[config.mk]
export PLATFORM = sky130hd
export DESIGN_NAME = rccr_top
export DESIGN_NICKNAME = d
export VERILOG_FILES = /design/src/rccr_pkg.sv /design/src/rccr_step_if.sv /design/src/rccr_stepper.sv /design/src/rccr_top.sv
export SDC_FILE = /design/constraint.sdc
export NUM_CORES = 1
export LEC_CHECK = 0
export BUFFER_PORTS_ARGS = -buffer_cell sky130_fd_sc_hd__buf_2
export CORE_ASPECT_RATIO = 1.1
export CORE_MARGIN = 3
export CORE_UTILIZATION = 55
export CTS_CLUSTER_SIZE = 14
export DETAILED_ROUTE_END_ITERATION = 7
export GPL_ROUTABILITY_DRIVEN = 0
export HOLD_SLACK_MARGIN = 0.1
export PLACE_DENSITY = 0.77
export SLEW_MARGIN = 30
export SYNTH_ARGS = -nofsm -noshare
export SYNTH_HDL_FRONTEND = slang
export SYNTH_SLANG_ARGS = --single-unit
[constraint.sdc]
create_clock -name CLOCK -period 3.3 [get_ports CLOCK]
set_input_delay 0.33 -clock CLOCK [delete_from_list [all_inputs] [get_ports CLOCK]]
set_output_delay 0.33 -clock CLOCK [all_outputs]
set_load 0.03 [all_outputs]
[src/rccr_pkg.sv]
// Package with register map, field layout, reset values and timing counts of the regulator control registers.
package rccr_pkg;

    // Register offsets.
    localparam logic [7:0] ADDR_CHANNEL_ENABLE_CTRL    = 8'h01;
    localparam logic [7:0] ADDR_CH1_VOLTAGE_SELECT     = 8'h02;
    localparam logic [7:0] ADDR_CH2_CH3_VOLTAGE_SELECT = 8'h03;
    localparam logic [7:0] ADDR_CH4_VOLTAGE_SELECT     = 8'h04;
    localparam logic [7:0] ADDR_VOLTAGE_SCALING_CONFIG = 8'h05;

    // Field layout.
    localparam int NUM_CHANNELS   = 5;
    localparam int CH1_CODE_LSB   = 0;
    localparam int CH2_CODE_LSB   = 0;
    localparam int CH3_CODE_LSB   = 4;
    localparam int CH4_CODE_LSB   = 0;
    localparam int CH1_INTVL_LSB  = 0;
    localparam int CH1_SCALE_BIT  = 2;
    localparam int CH4_INTVL_LSB  = 4;
    localparam int CH4_SCALE_BIT  = 6;

    // Reset values.
    localparam logic [7:0] RST_CHANNEL_ENABLE_CTRL    = 8'h1F;
    localparam logic [7:0] RST_VOLTAGE_SELECT         = 8'h00;
    localparam logic [7:0] RST_VOLTAGE_SCALING_CONFIG = 8'h00;
    localparam logic [7:0] RDATA_UNMAPPED             = 8'h00;

    // Write masks: storage bits of the channel 1 and channel 4 voltage select registers.
    localparam logic [7:0] MASK_CH1_VOLTAGE_SELECT = 8'h1F;
    localparam logic [7:0] MASK_CH4_VOLTAGE_SELECT = 8'h1F;

    // Scaling step intervals in ns and in clock cycles.
    localparam int CLK_PERIOD_NS = 10;
    localparam int STEP0_NS      = 62500;
    localparam int STEP1_NS      = 31200;
    localparam int STEP2_NS      = 15600;
    localparam int STEP3_NS      = 7800;
    localparam logic [12:0] STEP0_CYC = 13'(STEP0_NS / CLK_PERIOD_NS);
    localparam logic [12:0] STEP1_CYC = 13'(STEP1_NS / CLK_PERIOD_NS);
    localparam logic [12:0] STEP2_CYC = 13'(STEP2_NS / CLK_PERIOD_NS);
    localparam logic [12:0] STEP3_CYC = 13'(STEP3_NS / CLK_PERIOD_NS);

    // Stepper states.
    typedef enum logic [1:0] {
        STEP_IDLE = 2'b01,
        STEP_RAMP = 2'b10
    } rccr_step_e;

endpackage

[src/rccr_step_if.sv]
// Interface between the register bank and one voltage scaling stepper.
`timescale 1ns/100ps
interface rccr_step_if;
    logic [4:0] code;
    logic       scale_en;
    logic [1:0] interval;
    logic [4:0] target;

    modport ctrl (output code, output scale_en, output interval, input target);
    modport step (input code, input scale_en, input interval, output target);
endinterface

[src/rccr_stepper.sv]
// Voltage scaling stepper that walks a target code toward the programmed code.
`timescale 1ns/100ps
module rccr_stepper
    import rccr_pkg::*;
#(
    parameter logic [12:0] CYC0 = rccr_pkg::STEP0_CYC
) (
    input  wire logic  clk,
    input  wire logic  rst_n,
    rccr_step_if.step  sif
);
    rccr_step_e  state_q, state_d;
    logic [12:0] cnt_q, cnt_d;
    logic [4:0]  tgt_q, tgt_d;
    logic [12:0] limit;

    // Next state: direct follow when scaling is off, one code per interval when on.
    always_comb begin
        unique case (sif.interval)
            2'b00: limit = CYC0;
            2'b01: limit = STEP1_CYC;
            2'b10: limit = STEP2_CYC;
            2'b11: limit = STEP3_CYC;
        endcase
        state_d = state_q;
        cnt_d   = cnt_q;
        tgt_d   = tgt_q;
        if (!sif.scale_en) begin
            state_d = STEP_IDLE;
            cnt_d   = 13'h0000;
            tgt_d   = sif.code;
        end else begin
            unique case (state_q)
                STEP_IDLE: begin
                    cnt_d = 13'h0000;
                    if (tgt_q != sif.code) begin
                        state_d = STEP_RAMP;
                    end
                end
                STEP_RAMP: begin
                    if (tgt_q == sif.code) begin
                        state_d = STEP_IDLE;
                        cnt_d   = 13'h0000;
                    end else if (cnt_q >= limit - 13'h0001) begin
                        cnt_d = 13'h0000;
                        tgt_d = (tgt_q < sif.code) ? tgt_q + 5'h01 : tgt_q - 5'h01;
                    end else begin
                        cnt_d = cnt_q + 13'h0001;
                    end
                end
                default: begin
                    state_d = STEP_IDLE;
                end
            endcase
        end
    end

    // Stepper registers.
    always_ff @(posedge clk or negedge rst_n) begin
        if (!rst_n) begin
            state_q <= STEP_IDLE;
            cnt_q   <= 13'h0000;
            tgt_q   <= 5'h00;
        end else begin
            state_q <= state_d;
            cnt_q   <= cnt_d;
            tgt_q   <= tgt_d;
        end
    end

    assign sif.target = tgt_q;
endmodule

[src/rccr_top.sv]
// Channel enable, voltage select and voltage scaling registers of a multi-channel regulator.
//
// Operation
// - A channel runs only when its software enable bit AND its enable pin are high.
// - Every channel enable bit resets to one.
// - Host writes to an enable bit only land while that channel's pin is high.
// - A low enable pin forces that channel's enable bit back to one.
// - Enable register holds channels 1 to 5 in bits 0 to 4; bits 7:5 read/write.
// - Channel 1 code is five bits 4:0, loaded from fuses at power-up.
// - Channel 1 code zero means adjustable mode; other codes pick fixed voltages.
// - Channel 3 code sits in bits 6:4 of the shared register, fuse default.
// - Channel 2 code sits in bits 2:0 of the shared register, fuse default.
// - Channel 4 code is five bits 4:0; zero adjustable, else 2.4 V plus steps.
// - Scaling config bit 6 enables channel 4 voltage scaling, default off.
// - Bits 5:4 pick channel 4 step interval: 62.5, 31.2, 15.6 or 7.8 us.
// - Scaling config bit 2 enables channel 1 voltage scaling, default off.
// - Bits 1:0 pick channel 1 step interval with the same encoding.
// - Registers return to defaults only under the power-on reset, enable bits 4:0 also while their pin is low.
`timescale 1ns/100ps
module rccr_top
    import rccr_pkg::*;
#(
    parameter logic [12:0] STEP0_CYCLES = rccr_pkg::STEP0_CYC
) (
    input  wire logic       CLOCK,
    input  wire logic       RSTN,
    input  wire logic [4:0] CHANNEL_HW_ENABLE_PIN,
    input  wire logic [7:0] FUSE_CH1_VOLTAGE_SELECT,
    input  wire logic [7:0] FUSE_CH2_CH3_VOLTAGE_SELECT,
    input  wire logic [7:0] FUSE_CH4_VOLTAGE_SELECT,
    input  wire logic       REG_WR,
    input  wire logic       REG_RD,
    input  wire logic [7:0] REG_ADDR,
    input  wire logic [7:0] REG_WDATA,
    output logic      [7:0] REG_RDATA,
    output logic      [4:0] CHANNEL_RUN,
    output logic      [4:0] CH1_TARGET_CODE,
    output logic      [2:0] CH2_VOLTAGE_CODE,
    output logic      [2:0] CH3_VOLTAGE_CODE,
    output logic      [4:0] CH4_TARGET_CODE
);
    import rccr_pkg::*;

    logic [7:0] en_ctrl_q,  en_ctrl_d;
    logic [7:0] vsel1_q,    vsel1_d;
    logic [7:0] vsel23_q,   vsel23_d;
    logic [7:0] vsel4_q,    vsel4_d;
    logic [7:0] scale_q,    scale_d;
    logic       loaded_q,   loaded_d;
    logic [7:0] rdata_q,    rdata_d;
    logic [4:0] run_q,      run_d;
    logic [2:0] ch2_q,      ch2_d;
    logic [2:0] ch3_q,      ch3_d;
    logic [4:0] tgt1_q,     tgt1_d;
    logic [4:0] tgt4_q,     tgt4_d;
    logic       wr_en, wr_v1, wr_v23, wr_v4, wr_sc;

    rccr_step_if ch1_if ();
    rccr_step_if ch4_if ();

    // Address decode of host writes.
    assign wr_en  = REG_WR && (REG_ADDR == ADDR_CHANNEL_ENABLE_CTRL);
    assign wr_v1  = REG_WR && (REG_ADDR == ADDR_CH1_VOLTAGE_SELECT);
    assign wr_v23 = REG_WR && (REG_ADDR == ADDR_CH2_CH3_VOLTAGE_SELECT);
    assign wr_v4  = REG_WR && (REG_ADDR == ADDR_CH4_VOLTAGE_SELECT);
    assign wr_sc  = REG_WR && (REG_ADDR == ADDR_VOLTAGE_SCALING_CONFIG);

    // Channel enable register: pin low forces one, writes land only while the pin is high.
    always_comb begin
        en_ctrl_d = en_ctrl_q;
        if (wr_en) begin
            en_ctrl_d[7:NUM_CHANNELS] = REG_WDATA[7:NUM_CHANNELS];
        end
        for (int i = 0; i < NUM_CHANNELS; i++) begin
            if (!CHANNEL_HW_ENABLE_PIN[i]) begin
                en_ctrl_d[i] = 1'b1;
            end else if (wr_en) begin
                en_ctrl_d[i] = REG_WDATA[i];
            end
        end
    end

    // Voltage select registers: fuse values load once in the first cycle after reset.
    always_comb begin
        loaded_d = 1'b1;
        vsel1_d  = vsel1_q;
        vsel23_d = vsel23_q;
        vsel4_d  = vsel4_q;
        if (!loaded_q) begin
            vsel1_d  = FUSE_CH1_VOLTAGE_SELECT & MASK_CH1_VOLTAGE_SELECT;
            vsel23_d = FUSE_CH2_CH3_VOLTAGE_SELECT;
            vsel4_d  = FUSE_CH4_VOLTAGE_SELECT & MASK_CH4_VOLTAGE_SELECT;
        end else begin
            if (wr_v1) begin
                vsel1_d = REG_WDATA & MASK_CH1_VOLTAGE_SELECT;
            end
            if (wr_v23) begin
                vsel23_d = REG_WDATA;
            end
            if (wr_v4) begin
                vsel4_d = REG_WDATA & MASK_CH4_VOLTAGE_SELECT;
            end
        end
    end

    // Scaling configuration register.
    always_comb begin
        scale_d = scale_q;
        if (wr_sc) begin
            scale_d = REG_WDATA;
        end
    end

    // Read data: mapped registers answer the next cycle, other addresses read zero.
    always_comb begin
        rdata_d = rdata_q;
        if (REG_RD) begin
            unique case (REG_ADDR)
                ADDR_CHANNEL_ENABLE_CTRL:    rdata_d = en_ctrl_q;
                ADDR_CH1_VOLTAGE_SELECT:     rdata_d = vsel1_q;
                ADDR_CH2_CH3_VOLTAGE_SELECT: rdata_d = vsel23_q;
                ADDR_CH4_VOLTAGE_SELECT:     rdata_d = vsel4_q;
                ADDR_VOLTAGE_SCALING_CONFIG: rdata_d = scale_q;
                default:                     rdata_d = RDATA_UNMAPPED;
            endcase
        end
    end

    // Stepper controls for channels 1 and 4.
    assign ch1_if.code     = vsel1_q[CH1_CODE_LSB +: 5];
    assign ch1_if.scale_en = scale_q[CH1_SCALE_BIT];
    assign ch1_if.interval = scale_q[CH1_INTVL_LSB +: 2];
    assign ch4_if.code     = vsel4_q[CH4_CODE_LSB +: 5];
    assign ch4_if.scale_en = scale_q[CH4_SCALE_BIT];
    assign ch4_if.interval = scale_q[CH4_INTVL_LSB +: 2];

    rccr_stepper #(
        .CYC0  (STEP0_CYCLES)
    ) u_step_ch1 (
        .clk   (CLOCK),
        .rst_n (RSTN),
        .sif   (ch1_if)
    );

    rccr_stepper #(
        .CYC0  (STEP0_CYCLES)
    ) u_step_ch4 (
        .clk   (CLOCK),
        .rst_n (RSTN),
        .sif   (ch4_if)
    );

    // Output stage: run enables and voltage codes go out from flip-flops.
    always_comb begin
        run_d  = en_ctrl_q[NUM_CHANNELS-1:0] & CHANNEL_HW_ENABLE_PIN;
        ch2_d  = vsel23_q[CH2_CODE_LSB +: 3];
        ch3_d  = vsel23_q[CH3_CODE_LSB +: 3];
        tgt1_d = ch1_if.target;
        tgt4_d = ch4_if.target;
    end

    // All registers take their reset values under the power-on reset; a low pin also sets that channel's enable bit to one.
    always_ff @(posedge CLOCK or negedge RSTN) begin
        if (!RSTN) begin
            en_ctrl_q <= RST_CHANNEL_ENABLE_CTRL;
            vsel1_q   <= RST_VOLTAGE_SELECT;
            vsel23_q  <= RST_VOLTAGE_SELECT;
            vsel4_q   <= RST_VOLTAGE_SELECT;
            scale_q   <= RST_VOLTAGE_SCALING_CONFIG;
            loaded_q  <= 1'b0;
            rdata_q   <= RDATA_UNMAPPED;
            run_q     <= 5'h00;
            ch2_q     <= 3'h0;
            ch3_q     <= 3'h0;
            tgt1_q    <= 5'h00;
            tgt4_q    <= 5'h00;
        end else begin
            en_ctrl_q <= en_ctrl_d;
            vsel1_q   <= vsel1_d;
            vsel23_q  <= vsel23_d;
            vsel4_q   <= vsel4_d;
            scale_q   <= scale_d;
            loaded_q  <= loaded_d;
            rdata_q   <= rdata_d;
            run_q     <= run_d;
            ch2_q     <= ch2_d;
            ch3_q     <= ch3_d;
            tgt1_q    <= tgt1_d;
            tgt4_q    <= tgt4_d;
        end
    end

    assign REG_RDATA        = rdata_q;
    assign CHANNEL_RUN      = run_q;
    assign CH1_TARGET_CODE  = tgt1_q;
    assign CH2_VOLTAGE_CODE = ch2_q;
    assign CH3_VOLTAGE_CODE = ch3_q;
    assign CH4_TARGET_CODE  = tgt4_q;
endmodule

======== After elaboration in Yosys (flattened, before gate mapping) ========
Cells that the tools add are included.
cells by class
  add/subtract/negate cells ............... 8
  magnitude comparators ................... 4
  equality and inequality tests ........... 39
  multiplexer cells ....................... 45
  bitwise operators ....................... 1
  reduce and logical (&&, ||, !) cells .... 11
operators by type and width
  kind                     count
  $pmux W13 S4             2
  $mux W13                 6
  $pmux W13 S2             2
  $mux W5                  10
  $mux W8                  6
  $pmux W8 S5              1
  $add A13 B1 Y13 const B  2
  $ge A13 B13 Y1           2
  $sub A13 B1 Y13 const B  2
  $ne A2 B1 Y1 const B     12
  $eq A8 B2 Y1 const B     2
  $eq A8 B3 Y1 const B     2
  $eq A2 B2 Y1 const B     6
  $mux W2                  6
  $ne A3 B2 Y1 const B     4
  $add A5 B1 Y5 const B    2
  $eq A5 B5 Y1             2
  $lt A5 B5 Y1             2
  $mux W1                  10
  $ne A5 B5 Y1             2
  $sub A5 B1 Y5 const B    2
  $eq A2 B1 Y1 const B     4
  $eq A8 B1 Y1 const B     1
  $pmux W2 S2              2
  other kinds (7)          16
word-level totals
  register bits ........................... 110
  input bits .............................. 49
  output and inout port bits .............. 29

======== Longest topological paths before layout ========
Gate-level depths: netlist of the first run.
  word-level depth ........................ 8
  mapped depth ............................ 13
  depth with buffers taken out ............ 13

======== Cells and area by module ========
A second synthesis of the first run with hierarchy kept.
second synthesis, totals
  cells, all modules ...................... 581
  area total of the unflattened synthesis .. 6,039.5 µm²
by module, submodules not included
  module                      times used  cells an instance  area each (µm²)  sequential area each (µm²)
  rccr_top                    1           206                2,681.3          1,607.8
  rccr_stepper at u_step_ch1  1           190                1,707.9          501.7
  rccr_stepper at u_step_ch4  1           185                1,650.3          501.7

======== Least setup slack after synthesis of the first run ========
OpenSTA, ideal clock, no wires.
  kind .................................... register to register
  start point ............................. reg u_step_ch4.tgt_q[2], in the netlist u_step_ch4.sif.target[2]
  end point ............................... reg u_step_ch4.tgt_q[4], in the netlist u_step_ch4.sif.target[4]
  setup time .............................. 140 ps
  data arrival time ....................... 2,637 ps
  required time ........................... 3,160 ps
  setup slack ............................. 522 ps
  cell stages (with the launch flop) ...... 13
  buffers on the path ..................... 0
  period minus slack after synthesis ...... 2,778 ps
  cells stage by stage .................... dfrtp_1 -> ha_1 -> nand3_1 -> o21bai_1 -> a211oi_1 -> inv_1 -> fa_1 -> a21o_1 -> a21o_1 -> nand3_1 -> mux2i_1 -> a221oi_1 -> o211ai_1
between the ends
  longest elaborated chain between the ends .. 6
  elaborated cells on any way between the ends .. 11
  those cells by class .................... add/sub (2); order compare (1); eq/ne (2); mux (5); reduce/logical (1)
RTL lines
  item                                   line                source
  start: declaration                     rccr_stepper.sv:14  logic [4:0] tgt_q, tgt_d;
  start signal: assignment               rccr_stepper.sv:67  tgt_q <= tgt_d;
  $sub A5 B1 Y5 (tied with other cells)  rccr_stepper.sv:46  tgt_d = (tgt_q < sif.code) ? tgt_q + 5'h01 : tgt_q - 5'h01;
  $mux W5                                rccr_stepper.sv:46
  $mux W5                                rccr_stepper.sv:44  end else if (cnt_q >= limit - 13'h0001) begin
  $mux W5                                rccr_stepper.sv:41  if (tgt_q == sif.code) begin
  $mux W5                                rccr_stepper.sv:33  unique case (state_q)
  $mux W5                                rccr_stepper.sv:28  if (!sif.scale_en) begin
Parallel ways exist; a longest one is shown, timed or not. The select of a mux whose other input is x is not followed.
A chain may end at the register's enable or synchronous reset.

======== Worst setup path in the final report of the first run ========
  start point ............................. reg scale_q[4]
  end point ............................... reg u_step_ch4.cnt_q[5]
between the ends
  longest elaborated chain between the ends .. 8
  elaborated cells on any way between the ends .. 11
  those cells by class .................... add/sub (1); order compare (1); eq/ne (3); mux (5); reduce/logical (1)
RTL lines
  item                                  line                source
  start: declaration                    rccr_top.sv:48      logic [7:0] scale_q, scale_d;
  start signal: assignment              rccr_top.sv:182     scale_q <= scale_d;
  $eq A2 B2 Y1 (tied with other cells)  rccr_stepper.sv:19  unique case (sif.interval)
  $pmux W13 S4 (*)                      rccr_stepper.sv:19
  $sub A13 B1 Y13 (*)                   rccr_stepper.sv:44
  $ge A13 B13 Y1 (*)                    rccr_stepper.sv:44
  $mux W13 (*)                          rccr_stepper.sv:44
  $mux W13 (*)                          rccr_stepper.sv:41
  $pmux W13 S2 (*)                      rccr_stepper.sv:33
  $mux W13 (*)                          rccr_stepper.sv:28
  end signal: assignment                rccr_stepper.sv:66  cnt_q <= cnt_d;
  end: declaration                      rccr_stepper.sv:13  logic [12:0] cnt_q, cnt_d;
Mark *: on every way between the ends. The rest lies on a longest branch, timed or not. The select of a mux whose other input is x is not followed.

==> run metrics, run 1 <==
status finished clean; post-synth cell types 56; pre-CTS setup slack 0.199 ns; post-layout util 64.1%; Syn. warnings 0; Port Buf Inserts 71; share of cells above drive strength 1 16.6%; total wire length roughly 14000 µm; CTS tree done; initial antenna violation count 0; crit start category flip-flop; Max-cap violations 0; P&R area growth vs syn 13.2%; XOR/XNOR Fraction of Synth Area a little over 2%; Clock Pin Slew Worst Setup and Hold Paths 0.07 ns; R2R setup slack 0.33 ns; Rows 39; Worst EP arrival around 3.3 ns; unrepaired setup endpoints after global routing no; final hold slack 0.112 ns; Clk Latency, worst-skew pair 0.34 ns; setup TNS 0 ns; Synth Area in Compound Gates 14.3%; number of global-route vias before repair a little under 5000; Seq/Total Area, Yosys 44.2%; Final Cycle Share ~90%; Antenna diodes 0; min-delay src CHANNEL_HW_ENABLE_PIN[3]; residual DRC count 0; violation count after the first detailed-route iteration about 290; worst slew pin tran 0.636 ns; final clock skew 0.00943 ns; Starting Density 56.6%; Final Hold Vio Count 0; DR vias 4707; Hold EP en_ctrl_q[3]; Mapped Area just under 6000 µm²; leak pwr 3.36 nW; CP max-delay cell or3_1; Main synth FF type dfrtp_1; total track usage about a quarter; Synth Area in Simple Gates 16.6%; Critical Path RT around 3.6 ns; number of synthesized flops with an enable pin 0; IO Count 78; DRT antenna net count 0; worst vdd ir 0.000352 V; RR Startpoint scale_q[4]; synthesis-stage register bit count about 100; post-route setup slack 0.332 ns; Synth Area per Inst about 10 µm²; post-synthesis adder-cell area fraction roughly an eighth; chip width 105 µm; Post-Synthesis Cells 606; Worst Path Max Fanout 20; Pwr Density 619 nW/µm²; reg2reg end u_step_ch4.cnt_q[5]; type of the worst min-delay path input pin to flip-flop; clock buffer depth 2; CP Capture Type flip-flop; multiplexer share of the synthesized area 6.54%; post-CTS setup buffers 0; Crit Path Category flip-flop to flip-flop; Fmax 0.337 GHz; worst hold path depth 2; H-tree levels 3; Final nets 780; Avg WL per Cell 16.4 µm; full die area 12000 µm²; Num CTS Buffers 9; final-layout fill cell count around 910; detailed placer's ending HPWL ~10000 µm; Die H 115 µm; cells on worst reg2reg path 11; Overall Power approximately 4.1 mW; clock sinks 104; Final min period between 2 and 3 ns; first-pass GRT wire length 23100 µm; fin. max-slew vios 0; Rel. slew slack between 50% and 60%; largest net degree at the start of global routing 60; Core Region 10400 µm²; Final setup viols 0; worst-path cell chain inv_1, ha_1, nor2_1, nor2_1, ha_1, nand2_1, o21ai_1, or3_1, or3_1, nor4_2, a21o_1; vias per cell 5.72; combinational family with the most area after synthesis simple AND/OR/NAND/NOR gates; Worst path max stage delay 0.59 ns; Async SR Flop Fraction between 90% and 100%; grt ovf 0; DR pass1 iterations 4; Root Driver clkbuf_16
## cell families (layout without fill, tap and decap cells)
family	after synthesis	after routing
AO/OA/AOI/OAI	137	137
XOR/XNOR	14	14
adder cells (fa/ha/maj)	56	56
buffers and inverters	61	133
flip-flops	104	104
multiplexers	38	38
other	1	3
AND/OR/NAND/NOR	195	195
## power by group
group / total (mW) / leakage [nW] / internal [mW] / switching, mW
Combinational: 1.50 / 1.98 / 0.595 / 0.909
Sequential: 1.67 / 1.25 / 1.48 / 0.182
Clock: 0.977 / 0.127 / 0.516 / 0.461
## what timing repair did
item                       in CTS  in global routing
hold endpoints to repair       43                  0
resized for setup               0                  2
setup endpoints to repair       0                  2
hold buffers                    1                  0
## how the worst max path moves through the flow
stage | slack (ns) | endpoint | from
6_report | 0.33 | u_step_ch4.cnt_q[5] | scale_q[4]
5_1_grt | 0.05 | u_step_ch4.sif.target[4] | vsel4_q[2]
4_1_cts | 0.18 | u_step_ch1.sif.target[4] | u_step_ch1.sif.target[2]
3_5_place_dp | 0.20 | u_step_ch4.sif.target[4] | vsel4_q[3]
3_3_place_gp | 0.33 | u_step_ch1.sif.target[4] | vsel1_q[2]
2_1_floorplan | 0.52 | u_step_ch4.sif.target[4] | u_step_ch4.sif.target[2]
## layout make-up
class                      instances  area (µm²)  share of cell area, %
sequential                       104        2610                   39.0
clock inverter                     4        30.0                  0.449
multi-input combinational        443        3070                   45.9
tap                              143         179                   2.67
inverter                          41         154                   2.30
clock buffer                      12         236                   3.53
timing repair buffer              76         410                   6.13
## layer usage
| layer | vias to the layer above | wire length [µm] | track usage (%) |
|---|---|---|---|
| met4 | 0 | 247 | 8.66 |
| met3 | 24 | 442 | 3.50 |
| li1 | 2273 | - | - |
| met2 | 85 | 7320 | 44.3 |
| met1 | 2325 | 5520 | 28.2 |
| met5 | - | 0 | 0 |
## through the flow
step / area (µm²) / instances
final: 6690 / 823
after global routing: 6690 / 823
after CTS: 6680 / 823
after detailed placement: 6410 / 806
after global placement: 6410 / 806
after floorplan: 5920 / 608
## critical path, delay by kind of cell, from the launching register on
family / cells / cell delay (ns)
AOI/OAI and AO/OA: 2 / 0.19
buffers and inverters: 1 / 0.14
DFF: 1 / 0.43
adders and majority gates: 2 / 0.53
and+or+nand+nor: 6 / 1.61
## registers in the layout, summed over array words and instances (netlist names), 8 cells and up
register / flops
en_ctrl_q: 8
REG_RDATA: 8
vsel23_q: 8
u_step_ch1.cnt_q: 13
u_step_ch4.cnt_q: 13
scale_q: 8
## synth_stat cells, types with 9 or more instances
library cell   n  area (µm²)
nand2_1       58         218
nand3_1       35         175
dfrtp_1       97        2430
nor2_1        43         161
nor3_1         9        45.0
o21ai_0       34         170
mux2i_1       33         330
a21o_1        19         143
ha_1          54         676
inv_1         41         154
clkbuf_1      11        41.3
a21oi_1       43         215
## cells in the final DEF (no fill, tap or decap), drive strengths merged, types with 33 or more instances in the layout
cell type / n
inv: 42
nand2: 58
buf: 75
ha: 54
a21oi: 44
mux2i: 33
dfrtp: 97
nor2: 43
o21ai: 35
nand3: 37
Note: power is estimated with default switching activity, not from simulation.
==> inputs of run 2 (changes only) <==
--- a/config.mk
+++ b/config.mk
@@ -6,7 +6,7 @@
 export NUM_CORES = 1
 export LEC_CHECK = 0
 export BUFFER_PORTS_ARGS = -buffer_cell sky130_fd_sc_hd__buf_2
-export CORE_ASPECT_RATIO = 1.1
+export CORE_ASPECT_RATIO = 1.4
 export CORE_MARGIN = 3
 export CORE_UTILIZATION = 55
 export CTS_CLUSTER_SIZE = 14
==> constraint.sdc (replaced) <==
create_clock -name CLOCK -period 3.1 [get_ports CLOCK]
set_input_delay 0.31 -clock CLOCK [delete_from_list [all_inputs] [get_ports CLOCK]]
set_output_delay 0.31 -clock CLOCK [all_outputs]
set_load 0.03 [all_outputs]
==> run 2 against run 1 <==
Compared with the run above: die area grew 0.14%; worst hold slack lost 0.0029 ns; routed wire length grew 1.7%; sequential cell count is the same; global-route usage shrank 0.23 points; count of clock-buffer cells in the layout grew 1; via count shrank 0.32%.
==> run metrics, run 2 (same netlist as run 1, synthesis figures left out) <==
CP Buf/Inv Count 1 (unchanged); number of global-route vias before repair 4672 (-3.7%); CP max-delay cell dfrtp_1; total track usage 23.6% (-0.23 points); Final nets 789 (+1.2%); residual DRC count 0 (unchanged); Rel. slew slack 56.4% (-1.2 points); most common cell after layout, fill and taps aside dfrtp_1; fin area 6790 µm² (+1.5%); Avg WL per Cell 16.6 µm (+1.2%); Clk Latency, worst-skew pair 0.35 ns (about the same); P&R area growth vs syn 14.9%; Antenna diodes 0 (unchanged); met1 usage 27.3% (-0.92 points); initial antenna violation count 0 (unchanged); Starting Density 56.8% (+0.20 points); worst-path cell chain ha_1, nand3_1, o21bai_1, a211oi_2, inv_1, fa_1, a21o_1, a21o_1, nand3_1, mux2i_1, a221oi_1, o211ai_1; Fmax 0.344 GHz (+2.1%); DP Cell Count 805 (-0.12%); post-route setup slack 0.192 ns (-0.139 ns); largest net degree at the start of global routing 73 (+22%); DP Area 6420 µm² (+0.18%); top flop regs u_step_ch1.cnt_q (13), u_step_ch4.cnt_q (13); Top delay family on crit path compound AO/OA/AOI/OAI gates; CTS tree done; worst vdd ir 0.000454 V (+29%); grt met2 use 44.6% (+0.32 points); CP Capture Type flip-flop; clock sinks 104 (unchanged); Core Region 10400 µm² (-0.36%); post-layout util 65.3% (+1.2 points); Final Hold Vio Count 0 (unchanged); Critical Path RT 3.31 ns (-0.27 ns); detailed placer's ending HPWL 10100 µm (-1.7%); Worst path max stage delay 0.43 ns (-0.16 ns); Max-cap violations 0 (unchanged); DRT antenna net count 0 (unchanged); worst slew pin tran 0.654 ns (+0.0181 ns); pre-CTS setup slack 0.154 ns (-0.0450 ns); Pwr Density 680 nW/µm² (+9.8%); leak pwr 3.42 nW (+1.8%); Final Cycle Share 93.8% (+3.8 points); full die area 12000 µm² (+0.14%); type of the worst min-delay path input pin to flip-flop; Crit Path Category flip-flop to flip-flop; Port Buf Inserts 71 (unchanged); final-layout fill cell count 846 (-7.2%); Final min period 2.91 ns (-0.0607 ns); chip width 93.6 µm (-11%); crit start category flip-flop; Root Driver clkbuf_16; final std cells w/o fill 827 (+0.49%); status finished clean; violation count after the first detailed-route iteration 216 (-25%); share of cells above drive strength 1 17.7% (+1.1 points); DR vias 4692 (-0.32%); grt ovf 0 (unchanged); Rows 44 (+13%); H-tree levels 3 (unchanged); Num CTS Buffers 9 (unchanged); DR pass1 iterations 4 (unchanged); vias per cell 5.67 (-0.80%); first-pass GRT wire length 22400 µm (-2.9%); Worst EP arrival 3.12 ns (-0.13 ns); GRT busiest layer met2; Clock Pin Slew Worst Setup and Hold Paths 0.07 ns (about the same); met3 Use GR 3.27% (-0.22 points); final clock skew 0.00872 ns (-0.000705 ns); Die H 129 µm (+12%); fin. max-slew vios 0 (unchanged); clock buffer depth 2 (unchanged); Final setup viols 0 (unchanged); most frequent cells in the layout 97 x dfrtp_1, 70 x buf_2, 58 x nand2_1; Overall Power 4.62 mW (+11%); Worst Path Max Fanout 5 (-75%); IO Count 78 (unchanged); total wire length 13800 µm (+1.7%)
[run 2: cell count changes in the layout (fill, tap and decap cells not counted), sizes merged]
| cell | previous run | this run |
|---|---|---|
| buf | 75 | 81 |
| dlygate4sd3 | 1 | 4 |
| bufinv | 0 | 1 |
| clkbuf | 12 | 13 |
| clkinvlp | 1 | 0 |
| inv | 42 | 41 |
[run 2: layout make-up]
cell class / count / area, µm² / area share, %
Timing Repair Buffer: 85 / 477 / 7.02
Inverter: 41 / 154 / 2.27
Sequential cell: 104 / 2610 / 38.4
Multi-Input combinational cell: 443 / 3080 / 45.3
Tap cell: 138 / 173 / 2.54
Clock inverter: 3 / 40.0 / 0.590
Clock buffer: 13 / 260 / 3.83
[run 2: what timing repair did]
| item | in CTS | in global routing |
|---|---|---|
| hold endpoints to repair | 3 | 65 |
| endpoints found under the setup margin | 0 | 9 |
| hold buffers | 3 | 1 |
| buffers inserted | 0 | 2 |
| gates resized for setup | 0 | 4 |
[run 2: metal layers]
metal	vias to the layer above	share of wire, %	wire length (µm)
met5	-	0	0
met4	0	1.5	201
met3	16	2.7	371
met2	83	56	7740
met1	2312	40	5450
li1	2281	-	-
[run 2: power breakdown]
part	switching (mW)	total, mW	internal (mW)	leakage (nW)
Combinational	1.01	1.69	0.674	2.02
Sequential	0.192	1.77	1.58	1.25
Clock	0.490	1.16	0.669	0.150
[run 2: path summary, 6_finish.rpt]
kind	startpoint	to	slack (ns)	depth (start not counted)
setup / recovery	u_step_ch4.sif.target[2]	u_step_ch4.sif.target[4]	0.19	12
hold / removal	CHANNEL_HW_ENABLE_PIN[0]	en_ctrl_q[0]	0.11	2
setup reg to reg	u_step_ch4.sif.target[2]	u_step_ch4.sif.target[4]	0.19	12
hold reg to reg	vsel23_q[2]	CH2_VOLTAGE_CODE[2]	0.40	0
max in group asynchronous	RSTN	en_ctrl_q[0]	1.83	3
min in group asynchronous	RSTN	u_step_ch4.cnt_q[5]	0.54	2
[run 2: through the flow]
step	hold slack [ns]	setup TNS, ns
2_1_floorplan	0.0144	0
3_3_place_gp	0.387	0
3_5_place_dp	0.387	0
4_1_cts	0.104	0
5_1_grt	0.111	-0.0420
6_report	0.109	0
==> inputs of run 3 (changes only) <==
--- a/config.mk
+++ b/config.mk
@@ -11,9 +11,7 @@
 export CORE_UTILIZATION = 55
 export CTS_CLUSTER_SIZE = 14
 export DETAILED_ROUTE_END_ITERATION = 7
-export GPL_ROUTABILITY_DRIVEN = 0
-export HOLD_SLACK_MARGIN = 0.1
-export PLACE_DENSITY = 0.77
+export PLACE_DENSITY = 0.73
 export SLEW_MARGIN = 30
 export SYNTH_ARGS = -nofsm -noshare
 export SYNTH_HDL_FRONTEND = slang
==> run 3 against run 2 <==
Compared with the run above: die area is the same; clock skew grew 0.0027 ns; highest routed layer unchanged; sequential power is essentially flat; global-route usage shrank 0.27 points; sequential cell count is the same; total power shrank 0.95%; via count shrank 1.3%.
==> run metrics, run 3 (same netlist as run 1, synthesis figures left out) <==
status finished clean; IO Count 78 (unchanged); Rel. slew slack 58.8% (+2.4 points); Max-cap violations 0 (unchanged); unrepaired setup endpoints after global routing no; leak pwr 3.40 nW (-0.50%); CP Buf/Inv Count 1 (unchanged); crit start category flip-flop; top flop regs u_step_ch1.cnt_q (13), u_step_ch4.cnt_q (13); clock buffer depth 2 (unchanged); Antenna diodes 0 (unchanged); CP Capture Type flip-flop; Starting Density 56.8% (unchanged); Num CTS Buffers 9 (unchanged); met1 WL 5370 µm (-1.5%); total wire length 13300 µm (-3.1%); Pwr Density 677 nW/µm² (-0.51%); Final Hold Vio Count 0 (unchanged); post-CTS setup buffers 0 (unchanged); final std cells w/o fill 822 (-0.60%); CTS tree done; final hold slack 0.0933 ns (-0.0157 ns); most frequent cells in the layout 97 x dfrtp_1, 70 x buf_2, 58 x nand2_1; met3 WL 367 µm (-1.1%); DR pass1 iterations 4 (unchanged); Worst EP arrival 3.08 ns (-0.04 ns); initial antenna violation count 0 (unchanged); share of cells above drive strength 1 17.5% (-0.16 points); uppermost layer routed met4; clock sinks 104 (unchanged); full die area 12000 µm² (unchanged); H-tree levels 3 (unchanged); Root Driver clkbuf_16; Final setup viols 0 (unchanged); Fmax 0.348 GHz (+1.2%); most common cell after layout, fill and taps aside dfrtp_1; Core Region 10400 µm² (unchanged); worst-path cell chain ha_1, a21oi_1, nor2_1, a211oi_1, inv_2, fa_1, a21o_1, a21o_1, nand3_1, mux2i_1, a221oi_1, o211ai_1; DRT antenna net count 0 (unchanged); routed wl met2 7280 µm (-6.0%); worst slew pin tran 0.616 ns (-0.0380 ns); Die H 129 µm (unchanged); GP Congestion 0.873; Critical Path RT 3.31 ns (about the same); Crit Path Category flip-flop to flip-flop; Rows 44 (unchanged); Worst Path Max Fanout 5 (unchanged); Worst path max stage delay 0.43 ns (about the same); total track usage 23.4% (-0.27 points); fin. max-slew vios 0 (unchanged); Final nets 784 (-0.63%); P&R area growth vs syn 14.4%; Final Cycle Share 92.7% (-1.1 points); violation count after the first detailed-route iteration 241 (+12%); grt ovf 0 (unchanged); Avg WL per Cell 16.2 µm (-2.5%); CP max-delay cell dfrtp_1; first-pass GRT wire length 22200 µm (-1.1%); vias per cell 5.63 (-0.72%); Final min period 2.87 ns (-0.0349 ns); Port Buf Inserts 71 (unchanged); setup TNS 0 ns (unchanged); largest net degree at the start of global routing 62 (-15%); number of global-route vias before repair 4671 (-0.021%); final clock skew 0.0115 ns (+0.00274 ns); Top delay family on crit path compound AO/OA/AOI/OAI gates; chip width 93.6 µm (unchanged); residual DRC count 0 (unchanged); detailed placer's ending HPWL 9980 µm (-1.2%); worst vdd ir 0.000421 V (-7.2%); CP most frequent cell a21o_1; DR vias 4630 (-1.3%); DP Cell Count 805 (unchanged); Clk Latency, worst-skew pair 0.35 ns (about the same); Clock Pin Slew Worst Setup and Hold Paths 0.07 ns (about the same); type of the worst min-delay path input pin to flip-flop
==> run 3: changes by cell type in the layout (fill, tap and decap cells not counted), sizes merged <==
| cell | before | now |
|---|---|---|
| buf | 81 | 79 |
| dlygate4sd3 | 4 | 1 |
| clkinvlp | 0 | 1 |
| clkinv | 2 | 1 |
==> run 3: area by class of cell <==
class / count / area, µm²
clock inverter: 3 / 42.5
multi-input combinational: 443 / 3080
clock buffer: 13 / 260
tap: 138 / 173
sequential: 104 / 2610
inverter: 41 / 154
timing repair buffer: 80 / 440
fill: 865 / 3640
==> run 3: path summary, 6_finish.rpt <==
kind | to | depth (start not counted) | slack [ns] | startpoint
max | u_step_ch1.sif.target[4] | 12 | 0.23 | u_step_ch1.sif.target[2]
min | en_ctrl_q[1] | 2 | 0.09 | CHANNEL_HW_ENABLE_PIN[1]
max reg2reg | u_step_ch1.sif.target[4] | 12 | 0.23 | u_step_ch1.sif.target[2]
min reg2reg | CH2_VOLTAGE_CODE[2] | 0 | 0.40 | vsel23_q[2]
max in group asynchronous | u_step_ch1.state_q[0] | 3 | 1.82 | RSTN
min in group asynchronous | u_step_ch4.cnt_q[4] | 2 | 0.51 | RSTN
==> run 3: report_power, final <==
group          internal (mW)  leakage, nW  switching [mW]
clock                  0.670        0.146           0.484
combinational          0.659         2.01            1.00
sequential              1.58         1.25           0.181
total                   2.91         3.40            1.67
==> run 3: layer usage <==
metal | vias up | global-route usage (%)
met5 | - | 0
met4 | 0 | 9.69
met3 | 21 | 3.86
met2 | 62 | 43.0
met1 | 2264 | 26.6
li1 | 2283 | -
==> run 3: stage by stage <==
| step | setup slack (ns) | power (mW) | area [µm²] | utilization (%) |
|---|---|---|---|---|
| 2_1_floorplan | 0.322 | 2.98 | 5920 | - |
| 3_3_place_gp | 0.264 | 3.34 | 6430 | 61.8 |
| 3_5_place_dp | 0.156 | 3.42 | 6430 | 61.8 |
| 4_1_cts | 0.121 | 4.59 | 6740 | 64.8 |
| 5_1_grt | 0.00557 | 4.89 | 6760 | 65.0 |
| 6_report | 0.227 | 4.58 | 6760 | 65.0 |
==> run 3: repair_timing <==
item	4_1_cts	5_1_grt
hold endpoints to repair	42	0
hold buffers	1	0
gates resized for setup	0	5
setup endpoints to repair	0	15
